<file path="src/logic/lssc_defs.svh">
// Register map, field positions, reset values and timing for the sequencer
`ifndef LSSC_DEFS_SVH
`define LSSC_DEFS_SVH
// ----------------------------------------
// Register offsets
// ----------------------------------------
`define LSSC_ADDR_DIRECT_ON 8'h02
`define LSSC_ADDR_RAMP_LOW 8'h04
`define LSSC_ADDR_PAIR_A 8'h05
`define LSSC_ADDR_PAIR_B 8'h06
`define LSSC_ADDR_PAIR_C 8'h07
`define LSSC_ADDR_SEQ_CTRL 8'h08
`define LSSC_ADDR_RAMP_HIGH 8'h09
// ----------------------------------------
// Reset values and field positions
// ----------------------------------------
`define LSSC_RST_REG 8'h00
`define LSSC_RST_CH 6'h00
`define LSSC_FLD_EVEN_HI 5
`define LSSC_FLD_EVEN_LO 3
`define LSSC_FLD_ODD_HI 2
`define LSSC_FLD_ODD_LO 0
`define LSSC_FLD_SPEED_HI 7
`define LSSC_FLD_SPEED_LO 6
`define LSSC_FLD_CMD_HI 5
`define LSSC_FLD_CMD_LO 4
`define LSSC_CMD_UP 2'h1
`define LSSC_CMD_DOWN 2'h2
`define LSSC_SLOT_NONE 3'h0
`define LSSC_SLOT_FIRST 3'h1
`define LSSC_SLOT_LAST 3'h7
// ----------------------------------------
// Timing
// ----------------------------------------
`define LSSC_CLK_PERIOD_NS 4
`define LSSC_SLOT_BASE_NS 500000
`define LSSC_SLOT_BASE_CYC (`LSSC_SLOT_BASE_NS / `LSSC_CLK_PERIOD_NS)
`define LSSC_RAMP_US_00 11'h154
`define LSSC_RAMP_US_01 11'h020
`define LSSC_RAMP_US_10 11'h096
`define LSSC_RAMP_US_11 11'h3e8
`endif

</file>
<file path="src/logic/lssc_pkg.sv">
// Types shared by the load switch sequencer
package lssc_pkg;
   typedef enum logic [1:0] {LSSC_IDLE, LSSC_UP, LSSC_DOWN} lssc_state_t;
endpackage

</file>
<file path="src/logic/lssc_seq_top.sv">
// Load switch ramp select, slot assignment and power sequencer
`timescale 1ns/100ps
`include "lssc_defs.svh"
module lssc_seq_top
   import lssc_pkg::*;
#(
   parameter int SLOT_BASE_CYC = `LSSC_SLOT_BASE_CYC,
   parameter int NUM_CH = 6
) (
   input wire logic clk_sys_i,
   input wire logic resetn_i,
   input wire logic wr_en_i,
   input wire logic rd_en_i,
   input wire logic [7:0] addr_i,
   input wire logic [7:0] wdata_i,
   output logic [7:0] rdata_o,
   output logic [NUM_CH-1:0] ch_on_o,
   output logic [2*NUM_CH-1:0] ramp_code_o,
   output logic [11*NUM_CH-1:0] ramp_us_o,
   output logic seq_busy_o,
   output logic [2:0] slot_cnt_o
);
   // ----------------------------------------
   // Register storage
   // ----------------------------------------
   logic [NUM_CH-1:0] direct_on_q;
   logic [NUM_CH-1:0] ramp_low_q;
   logic [NUM_CH-1:0] ramp_high_q;
   logic [5:0] pair_q [0:2];
   logic [1:0] speed_q;
   logic [7:0] rdata_q;
   lssc_state_t state_q;
   logic [2:0] slot_q;
   logic [NUM_CH-1:0] seq_ch_q;
   logic [2:0] slot_field [0:NUM_CH-1];
   logic tick;
   logic start_up;
   logic start_dn;
   logic step;
   logic finish;
   logic enter;
   logic dir_up;
   logic [2:0] enter_slot;
   logic [1:0] cmd;

   function automatic logic [10:0] ramp_us(input logic [1:0] code);
      unique case (code)
         2'b00: ramp_us = `LSSC_RAMP_US_00;
         2'b01: ramp_us = `LSSC_RAMP_US_01;
         2'b10: ramp_us = `LSSC_RAMP_US_10;
         2'b11: ramp_us = `LSSC_RAMP_US_11;
      endcase
   endfunction

   // Plain register writes; the command field has no storage
   // ramp registers reset zero
   always_ff @(posedge clk_sys_i or negedge resetn_i)
   begin
      if (!resetn_i)
      begin
         direct_on_q <= `LSSC_RST_CH;
         ramp_low_q <= `LSSC_RST_CH;
         ramp_high_q <= `LSSC_RST_CH;
         pair_q[0] <= `LSSC_RST_CH;
         pair_q[1] <= `LSSC_RST_CH;
         pair_q[2] <= `LSSC_RST_CH;
         speed_q <= 2'h0;
      end
      else if (wr_en_i)
      begin
         unique case (addr_i)
            `LSSC_ADDR_DIRECT_ON: direct_on_q <= wdata_i[NUM_CH-1:0];
            `LSSC_ADDR_RAMP_LOW: ramp_low_q <= wdata_i[NUM_CH-1:0];
            `LSSC_ADDR_RAMP_HIGH: ramp_high_q <= wdata_i[NUM_CH-1:0];
            `LSSC_ADDR_PAIR_A: pair_q[0] <= wdata_i[5:0];
            `LSSC_ADDR_PAIR_B: pair_q[1] <= wdata_i[5:0];
            `LSSC_ADDR_PAIR_C: pair_q[2] <= wdata_i[5:0];
            `LSSC_ADDR_SEQ_CTRL:
               speed_q <= wdata_i[`LSSC_FLD_SPEED_HI:`LSSC_FLD_SPEED_LO];
            default: ;
         endcase
      end
   end

   // ----------------------------------------
   // Register reads, one cycle after the strobe
   // ----------------------------------------
   // reserved bits read zero
   always_ff @(posedge clk_sys_i or negedge resetn_i)
   begin
      if (!resetn_i)
         rdata_q <= `LSSC_RST_REG;
      else if (rd_en_i)
      begin
         unique case (addr_i)
            `LSSC_ADDR_DIRECT_ON: rdata_q <= {2'b00, direct_on_q};
            `LSSC_ADDR_RAMP_LOW: rdata_q <= {2'b00, ramp_low_q};
            `LSSC_ADDR_RAMP_HIGH: rdata_q <= {2'b00, ramp_high_q};
            `LSSC_ADDR_PAIR_A: rdata_q <= {2'b00, pair_q[0]};
            `LSSC_ADDR_PAIR_B: rdata_q <= {2'b00, pair_q[1]};
            `LSSC_ADDR_PAIR_C: rdata_q <= {2'b00, pair_q[2]};
            `LSSC_ADDR_SEQ_CTRL:
               rdata_q <= {speed_q, 2'b00, seq_busy_o, slot_cnt_o};
            default: rdata_q <= `LSSC_RST_REG;
         endcase
      end
   end
   assign rdata_o = rdata_q;

   // ----------------------------------------
   // Per channel fields and outputs
   // ----------------------------------------
   for (genvar n = 0; n < NUM_CH; n++)
   begin : g_ch
      if (n % 2 == 0)
      begin : g_odd
         assign slot_field[n] =
            pair_q[n/2][`LSSC_FLD_ODD_HI:`LSSC_FLD_ODD_LO];
      end
      else
      begin : g_even
         assign slot_field[n] =
            pair_q[n/2][`LSSC_FLD_EVEN_HI:`LSSC_FLD_EVEN_LO];
      end
      // code from high and low bit
      assign ramp_code_o[2*n+1:2*n] = {ramp_high_q[n], ramp_low_q[n]};
      assign ramp_us_o[11*n+10:11*n] =
         ramp_us({ramp_high_q[n], ramp_low_q[n]});
      assign ch_on_o[n] = (slot_field[n] == `LSSC_SLOT_NONE) ?
         direct_on_q[n] : seq_ch_q[n];

      // Field is looked at only as its slot opens, so later edits wait
      // same slot for on and off
      // field k belongs to slot k
      always_ff @(posedge clk_sys_i or negedge resetn_i)
      begin
         if (!resetn_i)
            seq_ch_q[n] <= 1'b0;
         else if (enter && slot_field[n] == enter_slot)
            seq_ch_q[n] <= dir_up;
      end
   end

   // ----------------------------------------
   // Sequencer control
   // ----------------------------------------
   assign cmd = wdata_i[`LSSC_FLD_CMD_HI:`LSSC_FLD_CMD_LO];
   // 11 and commands while busy are dropped
   assign start_up = wr_en_i && addr_i == `LSSC_ADDR_SEQ_CTRL &&
      cmd == `LSSC_CMD_UP && state_q == LSSC_IDLE;
   assign start_dn = wr_en_i && addr_i == `LSSC_ADDR_SEQ_CTRL &&
      cmd == `LSSC_CMD_DOWN && state_q == LSSC_IDLE;
   assign finish = tick && ((state_q == LSSC_UP && slot_q == `LSSC_SLOT_LAST)
      || (state_q == LSSC_DOWN && slot_q == `LSSC_SLOT_FIRST));
   assign step = tick && !finish;
   assign enter = start_up || start_dn || step;
   assign dir_up = start_up || state_q == LSSC_UP;
   assign enter_slot = start_up ? `LSSC_SLOT_FIRST :
      start_dn ? `LSSC_SLOT_LAST :
      (state_q == LSSC_UP) ? slot_q + 3'h1 : slot_q - 3'h1;

   // Slot walk in either direction
   // ascending power-up
   always_ff @(posedge clk_sys_i or negedge resetn_i)
   begin
      if (!resetn_i)
      begin
         state_q <= LSSC_IDLE;
         slot_q <= `LSSC_SLOT_NONE;
      end
      else if (start_up)
      begin
         state_q <= LSSC_UP;
         slot_q <= `LSSC_SLOT_FIRST;
      end
      else if (start_dn)
      begin
         state_q <= LSSC_DOWN;
         slot_q <= `LSSC_SLOT_LAST;
      end
      else if (finish)
      begin
         state_q <= LSSC_IDLE;
         slot_q <= `LSSC_SLOT_NONE;
      end
      else if (step)
         slot_q <= enter_slot;
   end

   // active from slot start to end
   assign seq_busy_o = state_q != LSSC_IDLE;
   assign slot_cnt_o = slot_q;

   // timer free runs during a sequence
   lssc_slot_timer #(
      .SLOT_BASE_CYC(SLOT_BASE_CYC)
   ) u_timer (
      .clk_sys_i(clk_sys_i),
      .resetn_i(resetn_i),
      .run_i(seq_busy_o),
      .speed_i(speed_q),
      .tick_o(tick)
   );
endmodule

</file>
<file path="src/logic/lssc_slot_timer.sv">
// Slot period timer: one tick at the end of each slot
`timescale 1ns/100ps
`include "lssc_defs.svh"
module lssc_slot_timer #(
   parameter int SLOT_BASE_CYC = `LSSC_SLOT_BASE_CYC
) (
   input wire logic clk_sys_i,
   input wire logic resetn_i,
   input wire logic run_i,
   input wire logic [1:0] speed_i,
   output logic tick_o
);
   logic [21:0] cnt_q;
   logic [21:0] limit;

   // Period is speed plus one base slots
   // slot period select
   assign limit = 22'((32'(speed_i) + 32'd1) * 32'(SLOT_BASE_CYC) - 32'd1);
   assign tick_o = run_i && (cnt_q == limit);

   // Free running while a sequence is active, parked at zero otherwise
   always_ff @(posedge clk_sys_i or negedge resetn_i)
   begin
      if (!resetn_i)
         cnt_q <= 22'h00_0000;
      else if (!run_i || tick_o)
         cnt_q <= 22'h00_0000;
      else
         cnt_q <= cnt_q + 22'h00_0001;
   end
endmodule
</file>
<file path="config.mk">
export PLATFORM = sky130hd
export DESIGN_NAME = lssc_seq_top
export DESIGN_NICKNAME = d
export VERILOG_FILES = /design/src/logic/lssc_pkg.sv /design/src/logic/lssc_seq_top.sv /design/src/logic/lssc_slot_timer.sv
export VERILOG_INCLUDE_DIRS = /design/src /design/src/logic
export SDC_FILE = /design/constraint.sdc
export NUM_CORES = 1
export LEC_CHECK = 0
export ABC_AREA = 1
export BUFFER_PORTS_ARGS = -buffer_cell sky130_fd_sc_hd__buf_4
export CAP_MARGIN = 20
export CORE_MARGIN = 4
export CORE_UTILIZATION = 45
export CTS_BUF_LIST = sky130_fd_sc_hd__clkbuf_4 sky130_fd_sc_hd__clkbuf_8
export CTS_CLUSTER_SIZE = 24
export DETAILED_ROUTE_END_ITERATION = 10
export PLACE_DENSITY = 0.7
export SLEW_MARGIN = 5
export SYNTH_ARGS = -nofsm -noshare
export SYNTH_HDL_FRONTEND = slang
export SYNTH_SLANG_ARGS = --single-unit
</file>
<file path="constraint.sdc">
create_clock -name clk_sys_i -period 2.87 [get_ports clk_sys_i]
set_input_delay 0.574 -clock clk_sys_i [delete_from_list [all_inputs] [get_ports clk_sys_i]]
set_output_delay 0.574 -clock clk_sys_i [all_outputs]
set_load 0.01 [all_outputs]
</file>
==> flow_metrics.env, run 1 <==
export IMPL_cts_path_max_buffers=2
export IMPL_n_antenna_cell=0
export IMPL_critPathMostFrequentCell="nand3_1"
export IMPL_grt_pass1_vias=5001
export IMPL_place_congestion=0.904
export IMPL_ys_top_cells_by_area="dfrtp_1 35%, nand2_1 14%, ha_1 9.5%, inv_1 7.5%, o21ai_0 5.3%"
export IMPL_synth_cells=794
export IMPL_routed_wl_met3_um=916
export IMPL_core_area_mm2=0.0122
export IMPL_die_y_um=120
export IMPL_ant_nets=0
export IMPL_ys_types=43
export IMPL_dp_hpwl_um=11800
export IMPL_fin_crit_ps=2890
export IMPL_worstMarginPinSlew_ps=671
export IMPL_nets=965
export IMPL_cp_slowest_cell="fa_1"
export IMPL_place_ws_ps=-122
export IMPL_ys_flop_type="dfrtp_1"
export IMPL_setup_viol=3
export IMPL_grt_max_degree=53
export IMPL_first_pass_iters=5
export IMPL_fmaxAchievable_mhz=347
export IMPL_required_ps=3140
export IMPL_hold_viol=0
export IMPL_grt_pass1_wl_um=24800
export IMPL_final_area_mm2=0.00693
export IMPL_vdd_drop_max_mv=0.244
export IMPL_drive_gt1_share_pct=22.7
export IMPL_overflow=0
export IMPL_cts_made_buffers=9
export IMPL_io_pins=116
export IMPL_p_leak_nw=3.47
export IMPL_synth_common_cells="213 x nand2_1, 114 x inv_1, 79 x dfrtp_1, 66 x nor2_1, 60 x o21ai_0"
export IMPL_yosys_warnings=0
export IMPL_drt_iter0_markers=405
export IMPL_reg2reg_slack_ps=-20
export IMPL_num_vias=5274
export IMPL_clock_skew_ps=9.97
export IMPL_hold_class="in -> async"
export IMPL_die_area_mm2=0.0145
export IMPL_synth_seq_cells=79
export IMPL_slew_headroom_pct=55.3
export IMPL_synth_top_area_share_pct=34.8
export IMPL_grt_usage_pct=21.7
export IMPL_seq_area_frac_synth_pct=34.8
export IMPL_synth_edf_count=0
export IMPL_routed_wirelength_um=15500
export IMPL_cp_arrival_ps=3150
export IMPL_grt_antenna_before_repair=0
export IMPL_viasPerCell=4.91
export IMPL_worst_slack_ps=-15.4
export IMPL_clock_latency_ps=370
export IMPL_postPlaceCellArea_mm2=0.00661
export IMPL_rows=40
export IMPL_power_density_mw_per_mm2=391
export IMPL_wl_per_cell_um=14.4
export IMPL_drc=0
export IMPL_cpPeakStageDelay_ps=520
export IMPL_critPathCaptureType="flop"
export IMPL_grt_setup_unrepaired="yes"
export IMPL_dr_max_layer_used="met4"
export IMPL_criticalPathCategory="reg -> reg"
export IMPL_failed_checks="setup timing"
export IMPL_status="finished with violations"
export IMPL_maxCapViolations=0
export IMPL_drv_slew=0
export IMPL_cts_htree_levels=3
export IMPL_async_flop_share_pct=100
export IMPL_synth_most_common_cell="nand2_1"
export IMPL_wl_met2_um=7490
export IMPL_cts_tree="built"
export IMPL_root_buffer="clkbuf_8"
export IMPL_path_cells="inv_8 -> ha_4 -> inv_4 -> nand2_4 -> nand2_4 -> ha_4 -> inv_2 -> fa_1 -> inv_1 -> nor2_1 -> nand3_1 -> nor2_2 -> nand3_1 -> nand2_2 -> nand4_4 -> o21bai_4 -> nand3_1 -> nand2_1 -> inv_1"
export IMPL_die_width_um=120
export IMPL_synth_area_leader_cell="dfrtp_1"
export IMPL_holdBufCountCts=0
export IMPL_synth_area_mm2=0.00568
export IMPL_clk_pin_slew_worst_paths_ps=80
export IMPL_syn_area_per_cell_um2=7.15
export IMPL_start_util_pct=46.7
export IMPL_crit_path_start_kind="flop"
export IMPL_m1WireLength_um=6840
export IMPL_path_max_fanout=7
export IMPL_cts_sinks=79
export IMPL_placement_io_buffers=103
export IMPL_finalCritPeriodShare_pct=101
export IMPL_area_growth_pct=22.0
-- placed cells by master, fill, tap and decap left out, drive strengths merged, types with 2 or more instances in the layout --
cell type / count
a21oi: 14
o21ai: 61
nand3: 57
nor2: 71
clkbuf: 9
o21bai: 2
o221ai: 3
o22ai: 8
or2: 14
clkinv: 3
xor2: 5
nand4: 10
nor3: 13
a211oi: 3
dfrtp: 79
bufinv: 2
buf: 129
inv: 123
nor3b: 4
a31oi: 2
nor4: 4
ha: 43
xnor2: 3
conb: 12
nand2: 224
o31ai: 2
-- cell type report --
class	count	area (µm²)
Fill cell	1180	5240
Clock buffer	9	124
Sequential cell	79	1980
Tap cell	168	210
Inverter	122	468
Clock inverter	7	95.1
Timing Repair Buffer	129	980
Multi-Input combinational cell	560	3070
-- final timing paths --
path / start / to / depth (start not counted)
max: speed_q[0] / seq_ch_q[4] / 19
min: resetn_i / ramp_high_q[4] / 1
min reg2reg: u_timer.cnt_q[0] / u_timer.cnt_q[0] / 1
max reg2reg: speed_q[0] / seq_ch_q[4] / 19
min in group clk_sys_i: wdata_i[6] / speed_q[0] / 3
max in group asynchronous: resetn_i / state_q[0] / 2
-- metal layers --
| layer | global-route usage (%) | up-vias |
|---|---|---|
| met1 | 27.8 | 2415 |
| met5 | 0 | - |
| met3 | 5.57 | 21 |
| li1 | - | 2684 |
| met4 | 5.74 | 0 |
| met2 | 36.4 | 154 |
-- critical path, delay by kind of cell, from the launching register on --
family	cells	cell delay (ps)
and+or+nand+nor	10	910
AOI/OAI and AO/OA	1	300
DFF	1	470
adders and majority gates	3	850
buffers and inverters	5	260
-- cell families (layout without fill, tap and decap cells) --
| kind of cell | count (synthesis) | in the layout | share of synthesized area [%] |
|---|---|---|---|
| adders and majority gates | 44 | 44 | 9.83 |
| other | 1 | 12 | 0.0661 |
| xor gates and xnor gates | 8 | 8 | 1.23 |
| and+or+nand+nor | 398 | 398 | 30.9 |
| AOI/OAI and AO/OA | 97 | 98 | 9.57 |
| buffers and inverters | 167 | 267 | 13.5 |
| DFF | 79 | 79 | 34.8 |
-- per-stage QoR --
step | hold slack [ps] | setup TNS [ps] | util (%) | cells | power (mW)
detailed placement | 455 | -1730 | 54.4 | 1055 | 1.78
global route | 259 | -3640 | 56.9 | 1074 | 2.85
CTS | 244 | -199 | 56.3 | 1071 | 2.72
finish | 224 | -25.7 | 56.9 | 1074 | 2.71
floorplan | 278 | -303 | - | 805 | 1.55
global placement | 460 | -453 | 54.4 | 1055 | 1.78
-- report_power, final --
part | internal (mW) | leakage (nW) | switching [mW] | total, mW
Sequential | 1.14 | 1.04 | 0.0363 | 1.18
Combinational | 0.252 | 2.32 | 0.343 | 0.595
Clock | 0.491 | 0.110 | 0.441 | 0.932
Total | 1.88 | 3.47 | 0.820 | 2.71
-- flip-flops by register name, indices dropped and copies added (netlist names) --
signal,cells
ramp_low_q,6
ramp_high_q,6
state_q,2
direct_on_q,6
rdata_o,8
slot_cnt_o,3
u_timer.cnt_q,22
seq_ch_q,6
pair_q,18
speed_q,2
-- what timing repair did --
item,in CTS,in global routing
endpoints found under the setup margin,29,33
buffers inserted,0,2
gates cloned,0,1
gates resized for setup,6,14
pin swaps,1,3
(Power assumes the default switching activity.)
==> inputs of run 2 (changes only) <==
==> constraint.sdc (replaced) <==
create_clock -name clk_sys_i -period 2.87 [get_ports clk_sys_i]
set_input_delay 0.287 -clock clk_sys_i [delete_from_list [all_inputs] [get_ports clk_sys_i]]
set_output_delay 0.287 -clock clk_sys_i [all_outputs]
set_load 0.01 [all_outputs]
==> flow_metrics.env, run 2 (same netlist as run 1, synthesis figures left out) <==
export IMPL_grt_max_degree=80
export IMPL_maxCapViolations=0
export IMPL_place_ws_ps=-143
export IMPL_worst_slack_ps=-16.2
export IMPL_drt_iter0_markers=390
export IMPL_reg2reg_slack_ps=-20
export IMPL_setup_viol=6
export IMPL_routed_wirelength_um=15500
export IMPL_finalSetupTns_ps=-57.5
export IMPL_grt_pass1_vias=4946
export IMPL_wl_per_cell_um=14.5
export IMPL_mostFrequentLayoutCells="210 x nand2_1, 122 x buf_4, 112 x inv_1, 78 x dfrtp_1, 62 x nor2_1"
export IMPL_cts_htree_levels=3
export IMPL_io_pins=116
export IMPL_drv_slew=0
export IMPL_cts_tree="built"
export IMPL_largest_register_ffs=22
export IMPL_area_growth_pct=21.5
export IMPL_cp_arrival_ps=3160
export IMPL_postPlaceCellArea_mm2=0.00658
export IMPL_grt_setup_unrepaired="yes"
export IMPL_criticalPathCategory="reg -> reg"
export IMPL_seqPwrFrac_pct=46.3
export IMPL_n_antenna_cell=0
export IMPL_rr_startpoint="speed_q[0]"
export IMPL_die_y_um=120
export IMPL_required_ps=3140
export IMPL_status="finished with violations"
export IMPL_die_width_um=120
export IMPL_crit_path_start="speed_q[0]"
export IMPL_final_area_mm2=0.00689
export IMPL_pwr_share_clk_pct=30.0
export IMPL_multi_input_area_mm2=0.00308
export IMPL_num_vias=5360
export IMPL_netSwitchingFraction_pct=32.6
export IMPL_reg2reg_depth=19
export IMPL_dp_hpwl_um=11800
export IMPL_regMostFlops="u_timer.cnt_q"
export IMPL_hold_slack_ps=136
export IMPL_seq_area_mm2=0.00198
export IMPL_grt_usage_pct=22.0
export IMPL_place_congestion=0.900
export IMPL_drc=0
export IMPL_fin_crit_ps=2890
export IMPL_fmaxAchievable_mhz=346
export IMPL_fillers=1202
export IMPL_ant_nets=0
export IMPL_p_sw_uw=828
export IMPL_path_max_fanout=7
export IMPL_root_buffer="clkbuf_8"
export IMPL_failed_checks="setup timing"
export IMPL_slew_headroom_pct=65.1
export IMPL_worstMarginPinSlew_ps=524
export IMPL_finalCritPeriodShare_pct=101
export IMPL_grt_antenna_before_repair=0
export IMPL_r2r_end="seq_ch_q[5]"
export IMPL_clock_latency_ps=370
export IMPL_clock_skew_ps=6.93
export IMPL_cts_made_buffers=9
export IMPL_crit_path_start_kind="flop"
export IMPL_power_frac_comb_pct=23.7
export IMPL_viasPerCell=5.00
export IMPL_hold_class="in -> reg"
export IMPL_endpoint="seq_ch_q[5]"
export IMPL_core_area_mm2=0.0122
export IMPL_first_pass_iters=5
export IMPL_total_power_mw=2.54
export IMPL_layout_commonest_cell="nand2_1"
export IMPL_rows=40
export IMPL_cts_path_max_buffers=2
export IMPL_p_leak_nw=3.44
export IMPL_overflow=0
export IMPL_internal_power_mw=1.71
export IMPL_drive_gt1_share_pct=22.6
export IMPL_clk_pin_slew_worst_paths_ps=80
export IMPL_vdd_drop_max_mv=0.242
export IMPL_start_util_pct=46.7
export IMPL_critPathCaptureType="flop"
export IMPL_nets=963
export IMPL_placement_io_buffers=103
export IMPL_cts_sinks=79
export IMPL_power_density_mw_per_mm2=369
export IMPL_die_area_mm2=0.0145
export IMPL_grt_pass1_wl_um=25400
export IMPL_hold_viol=0
-- run 2: area by class of cell --
class                   count  area share (%)
clock buffers               9            1.80
clock inverters             7           0.690
inverters                 122            6.79
multi-input cells         560            44.7
flip-flops and latches     79            28.7
well taps                 168            3.05
repair buffers            127            14.3
-- run 2: worst min-delay path by stage --
| stage | startpoint | to | slack, ps | depth (start not counted) |
|---|---|---|---|---|
| floorplan | resetn_i | direct_on_q[0] | -9 | 0 |
| global placement | u_timer.cnt_q[0] | u_timer.cnt_q[0] | 460 | 1 |
| global route | wdata_i[6] | speed_q[0] | 150 | 3 |
| CTS | resetn_i | ramp_low_q[4] | 120 | 1 |
| finish | wdata_i[7] | speed_q[1] | 140 | 3 |
| detailed placement | u_timer.cnt_q[0] | u_timer.cnt_q[0] | 460 | 1 |
-- run 2: what timing repair did --
item,4_1_cts,5_1_grt
endpoints found under the setup margin,31,33
hold buffers,0,1
buffers inserted,3,0
cloned,1,0
pin swaps,3,2
endpoints found under the hold margin,0,29
gates resized for setup,15,6
-- run 2: stage by stage --
stage	instances	utilization, %
after floorplan	805	-
final	1072	56.7
after global routing	1072	56.7
after detailed placement	1050	54.1
after global placement	1050	54.1
after CTS	1070	56.2
-- run 2: critical path, cell delays in order (launching register included) --
cell and delay, ps:
dfrtp_2 480, inv_8 70, ha_4 200, inv_4 60, nand2_4 40, nand2_4 80, ha_4 130, inv_2 40
fa_1 530, inv_1 50, nor2_1 80, nand3_1 90, nor2_2 110, nand3_1 100, nand2_2 100, nand4_4 140
o21bai_4 260, nand3_1 100, nand2_1 80, inv_1 30
-- run 2: metal layers --
metal / share of wire (%) / global-route usage [%] / vias to the layer above
met1: 44 / 28.8 / 2454
met2: 47 / 36.1 / 181
met4: 2.4 / 7.44 / 0
li1: - / - / 2690
met3: 6.3 / 4.82 / 35
met5: 0 / 0 / -
-- run 2: power by group through the flow --
stage / logic (mW) / registers (mW) / clock network [mW]
3_5_place_dp: 0.584 / 1.20 / 0
4_1_cts: 0.597 / 1.18 / 0.784
2_1_floorplan: 0.360 / 1.19 / 0
6_report: 0.603 / 1.18 / 0.761
3_3_place_gp: 0.579 / 1.20 / 0
5_1_grt: 0.677 / 1.18 / 0.822
==> inputs of run 3 (changes only) <==
Settings changed: PLACE_DENSITY 0.7 to 0.8, REMOVE_ABC_BUFFERS from default to 1.
==> flow_metrics.env, run 3 (same netlist as run 1, synthesis figures left out) <==
export IMPL_multi_input_area_mm2=0.00306
export IMPL_place_ws_ps=-269
export IMPL_worstMarginPinSlew_ps=533
export IMPL_rows=40
export IMPL_drt_iter0_markers=423
export IMPL_cts_tree="built"
export IMPL_critPathMostFrequentCell="nand2_1"
export IMPL_drv_slew=0
export IMPL_grt_max_degree=80
export IMPL_critPathCaptureType="flop"
export IMPL_drive_gt1_share_pct=21.9
export IMPL_num_vias=5365
export IMPL_grt_usage_pct=21.3
export IMPL_cp_top_family="simple AND/OR/NAND/NOR gates"
export IMPL_overflow=0
export IMPL_cts_htree_levels=3
export IMPL_nets=960
export IMPL_grt_pass1_wl_um=24900
export IMPL_path_max_fanout=7
export IMPL_die_area_mm2=0.0145
export IMPL_hold_start="wdata_i[6]"
export IMPL_crit_path_start_kind="flop"
export IMPL_hold_viol=0
export IMPL_setup_viol=7
export IMPL_required_ps=3140
export IMPL_seq_area_mm2=0.00198
export IMPL_hold_depth=3
export IMPL_core_area_mm2=0.0122
export IMPL_die_y_um=120
export IMPL_cp_arrival_ps=3150
export IMPL_placement_io_buffers=103
export IMPL_postPlaceCellArea_mm2=0.00652
export IMPL_grt_setup_unrepaired="yes"
export IMPL_min_to="speed_q[0]"
export IMPL_post_place_cells=1048
export IMPL_failed_checks="setup timing"
export IMPL_regMostFlops="u_timer.cnt_q"
export IMPL_total_power_mw=2.71
export IMPL_slew_headroom_pct=64.4
export IMPL_layout_commonest_cell="nand2_1"
export IMPL_grt_busiest_layer="met2"
export IMPL_n_antenna_cell=0
export IMPL_dp_hpwl_um=11700
export IMPL_routed_wirelength_um=15200
export IMPL_fillers=1128
export IMPL_cts_made_buffers=9
export IMPL_clock_skew_ps=10.6
export IMPL_cts_path_max_buffers=2
export IMPL_use_met3_pct=4.82
export IMPL_io_pins=116
export IMPL_cts_sinks=79
export IMPL_vdd_drop_max_mv=0.203
export IMPL_layout_cells_non_filler=1069
export IMPL_grt_use_met1_pct=27.6
export IMPL_viasPerCell=5.02
export IMPL_fmaxAchievable_mhz=346
export IMPL_maxCapViolations=0
export IMPL_area_growth_pct=21.4
export IMPL_reg2reg_slack_ps=-20
export IMPL_crit_path_start="speed_q[0]"
export IMPL_die_width_um=120
export IMPL_clk_pin_slew_worst_paths_ps=80
export IMPL_p_leak_nw=3.44
export IMPL_finalCritPeriodShare_pct=101
export IMPL_grt_pass1_vias=5135
export IMPL_clock_latency_ps=370
export IMPL_grt_antenna_before_repair=0
export IMPL_crit_buf_inv=5
export IMPL_ant_nets=0
export IMPL_r2r_end="seq_ch_q[0]"
export IMPL_mostFrequentLayoutCells="212 x nand2_1, 119 x buf_4, 113 x inv_1, 78 x dfrtp_1, 63 x nor2_1"
export IMPL_first_pass_iters=5
export IMPL_hold_class="in -> reg"
export IMPL_drc=0
export IMPL_wl_per_cell_um=14.2
export IMPL_reg2reg_depth=20
export IMPL_power_density_mw_per_mm2=393
export IMPL_met2_usage_pct=35.1
export IMPL_cpPeakStageDelay_ps=430
export IMPL_path_cells="inv_6 -> ha_4 -> inv_2 -> nand2_2 -> nand2_2 -> buf_4 -> ha_1 -> inv_1 -> nand2_1 -> nand2_1 -> nand2_1 -> nand2_1 -> nor2_1 -> nand3_1 -> nor2_4 -> nand4_4 -> o21bai_4 -> nand3_1 -> nand2_1 -> inv_1"
export IMPL_worst_slack_ps=-16.2
export IMPL_cp_slowest_cell="dfrtp_2"
export IMPL_final_area_mm2=0.00689
export IMPL_criticalPathCategory="reg -> reg"
export IMPL_status="finished with violations"
export IMPL_place_congestion=0.965
export IMPL_fin_crit_ps=2890
export IMPL_start_util_pct=46.7
export IMPL_rr_startpoint="speed_q[0]"
export IMPL_root_buffer="clkbuf_8"
export IMPL_largest_register_ffs=22
## run 3: cell count changes in the layout (fill, tap and decap cells not counted), moves of 2 or more
cell,delta
buf_4,-3
bufinv_16,+2
clkbuf_4,+2
clkinv_2,-3
nand2_1,+2
nand2_4,-2
## run 3: worst max-delay path by stage
stage | cells past startpoint | slack (ps) | end
after floorplan | 18 | -450 | u_timer.cnt_q[16]
after global placement | 19 | -170 | seq_ch_q[2]
after detailed placement | 19 | -270 | seq_ch_q[0]
after CTS | 19 | -40 | seq_ch_q[0]
after global routing | 20 | -210 | state_q[0]
final | 20 | -20 | seq_ch_q[0]
## run 3: cell type report
class / instances / share of cell area, %
Timing Repair Buffer: 124 / 13.9
Multi-Input combinational cell: 560 / 44.4
Inverter: 122 / 6.72
Clock buffer: 11 / 2.02
Clock inverter: 5 / 1.20
Sequential cell: 79 / 28.7
Tap cell: 168 / 3.05
## run 3: metal layers
layer | share of wire (%) | up-vias | wire, µm
met5 | 0 | - | 0
met4 | 2.1 | 0 | 316
met3 | 7.3 | 22 | 1110
met2 | 47 | 200 | 7190
met1 | 43 | 2468 | 6570
li1 | - | 2675 | -
## run 3: per-stage QoR
stage | hold slack, ps | utilization (%) | TNS [ps]
floorplan | -8.59 | - | -11610
global placement | 457 | 53.6 | -1690
detailed placement | 459 | 53.6 | -4450
CTS | 130 | 56.0 | -125
global route | 153 | 56.7 | -3990
finish | 145 | 56.7 | -51.3
## run 3: worst reg2reg max path, cell delays in order (launching register included)
cell and delay (ps):
dfrtp_2 430, inv_6 40, ha_4 260, inv_2 40, nand2_2 60, nand2_2 70
buf_4 150, ha_1 300, inv_1 60, nand2_1 50, nand2_1 70, nand2_1 80
nand2_1 50, nor2_1 160, nand3_1 150, nor2_4 170, nand4_4 180, o21bai_4 260
nand3_1 100, nand2_1 80, inv_1 40
## run 3: repair_timing
item | in CTS | in global routing
hold buffers | 0 | 1
gates resized for setup | 9 | 11
cloned | 1 | 0
hold endpoints to repair | 0 | 37
buffers inserted | 1 | 1
pin swaps | 6 | 2
endpoints found under the setup margin | 33 | 33
## run 3: power by group
| part | internal, mW | switching (mW) |
|---|---|---|
| clock | 0.510 | 0.438 |
| combinational | 0.245 | 0.338 |
| sequential | 1.14 | 0.0339 |
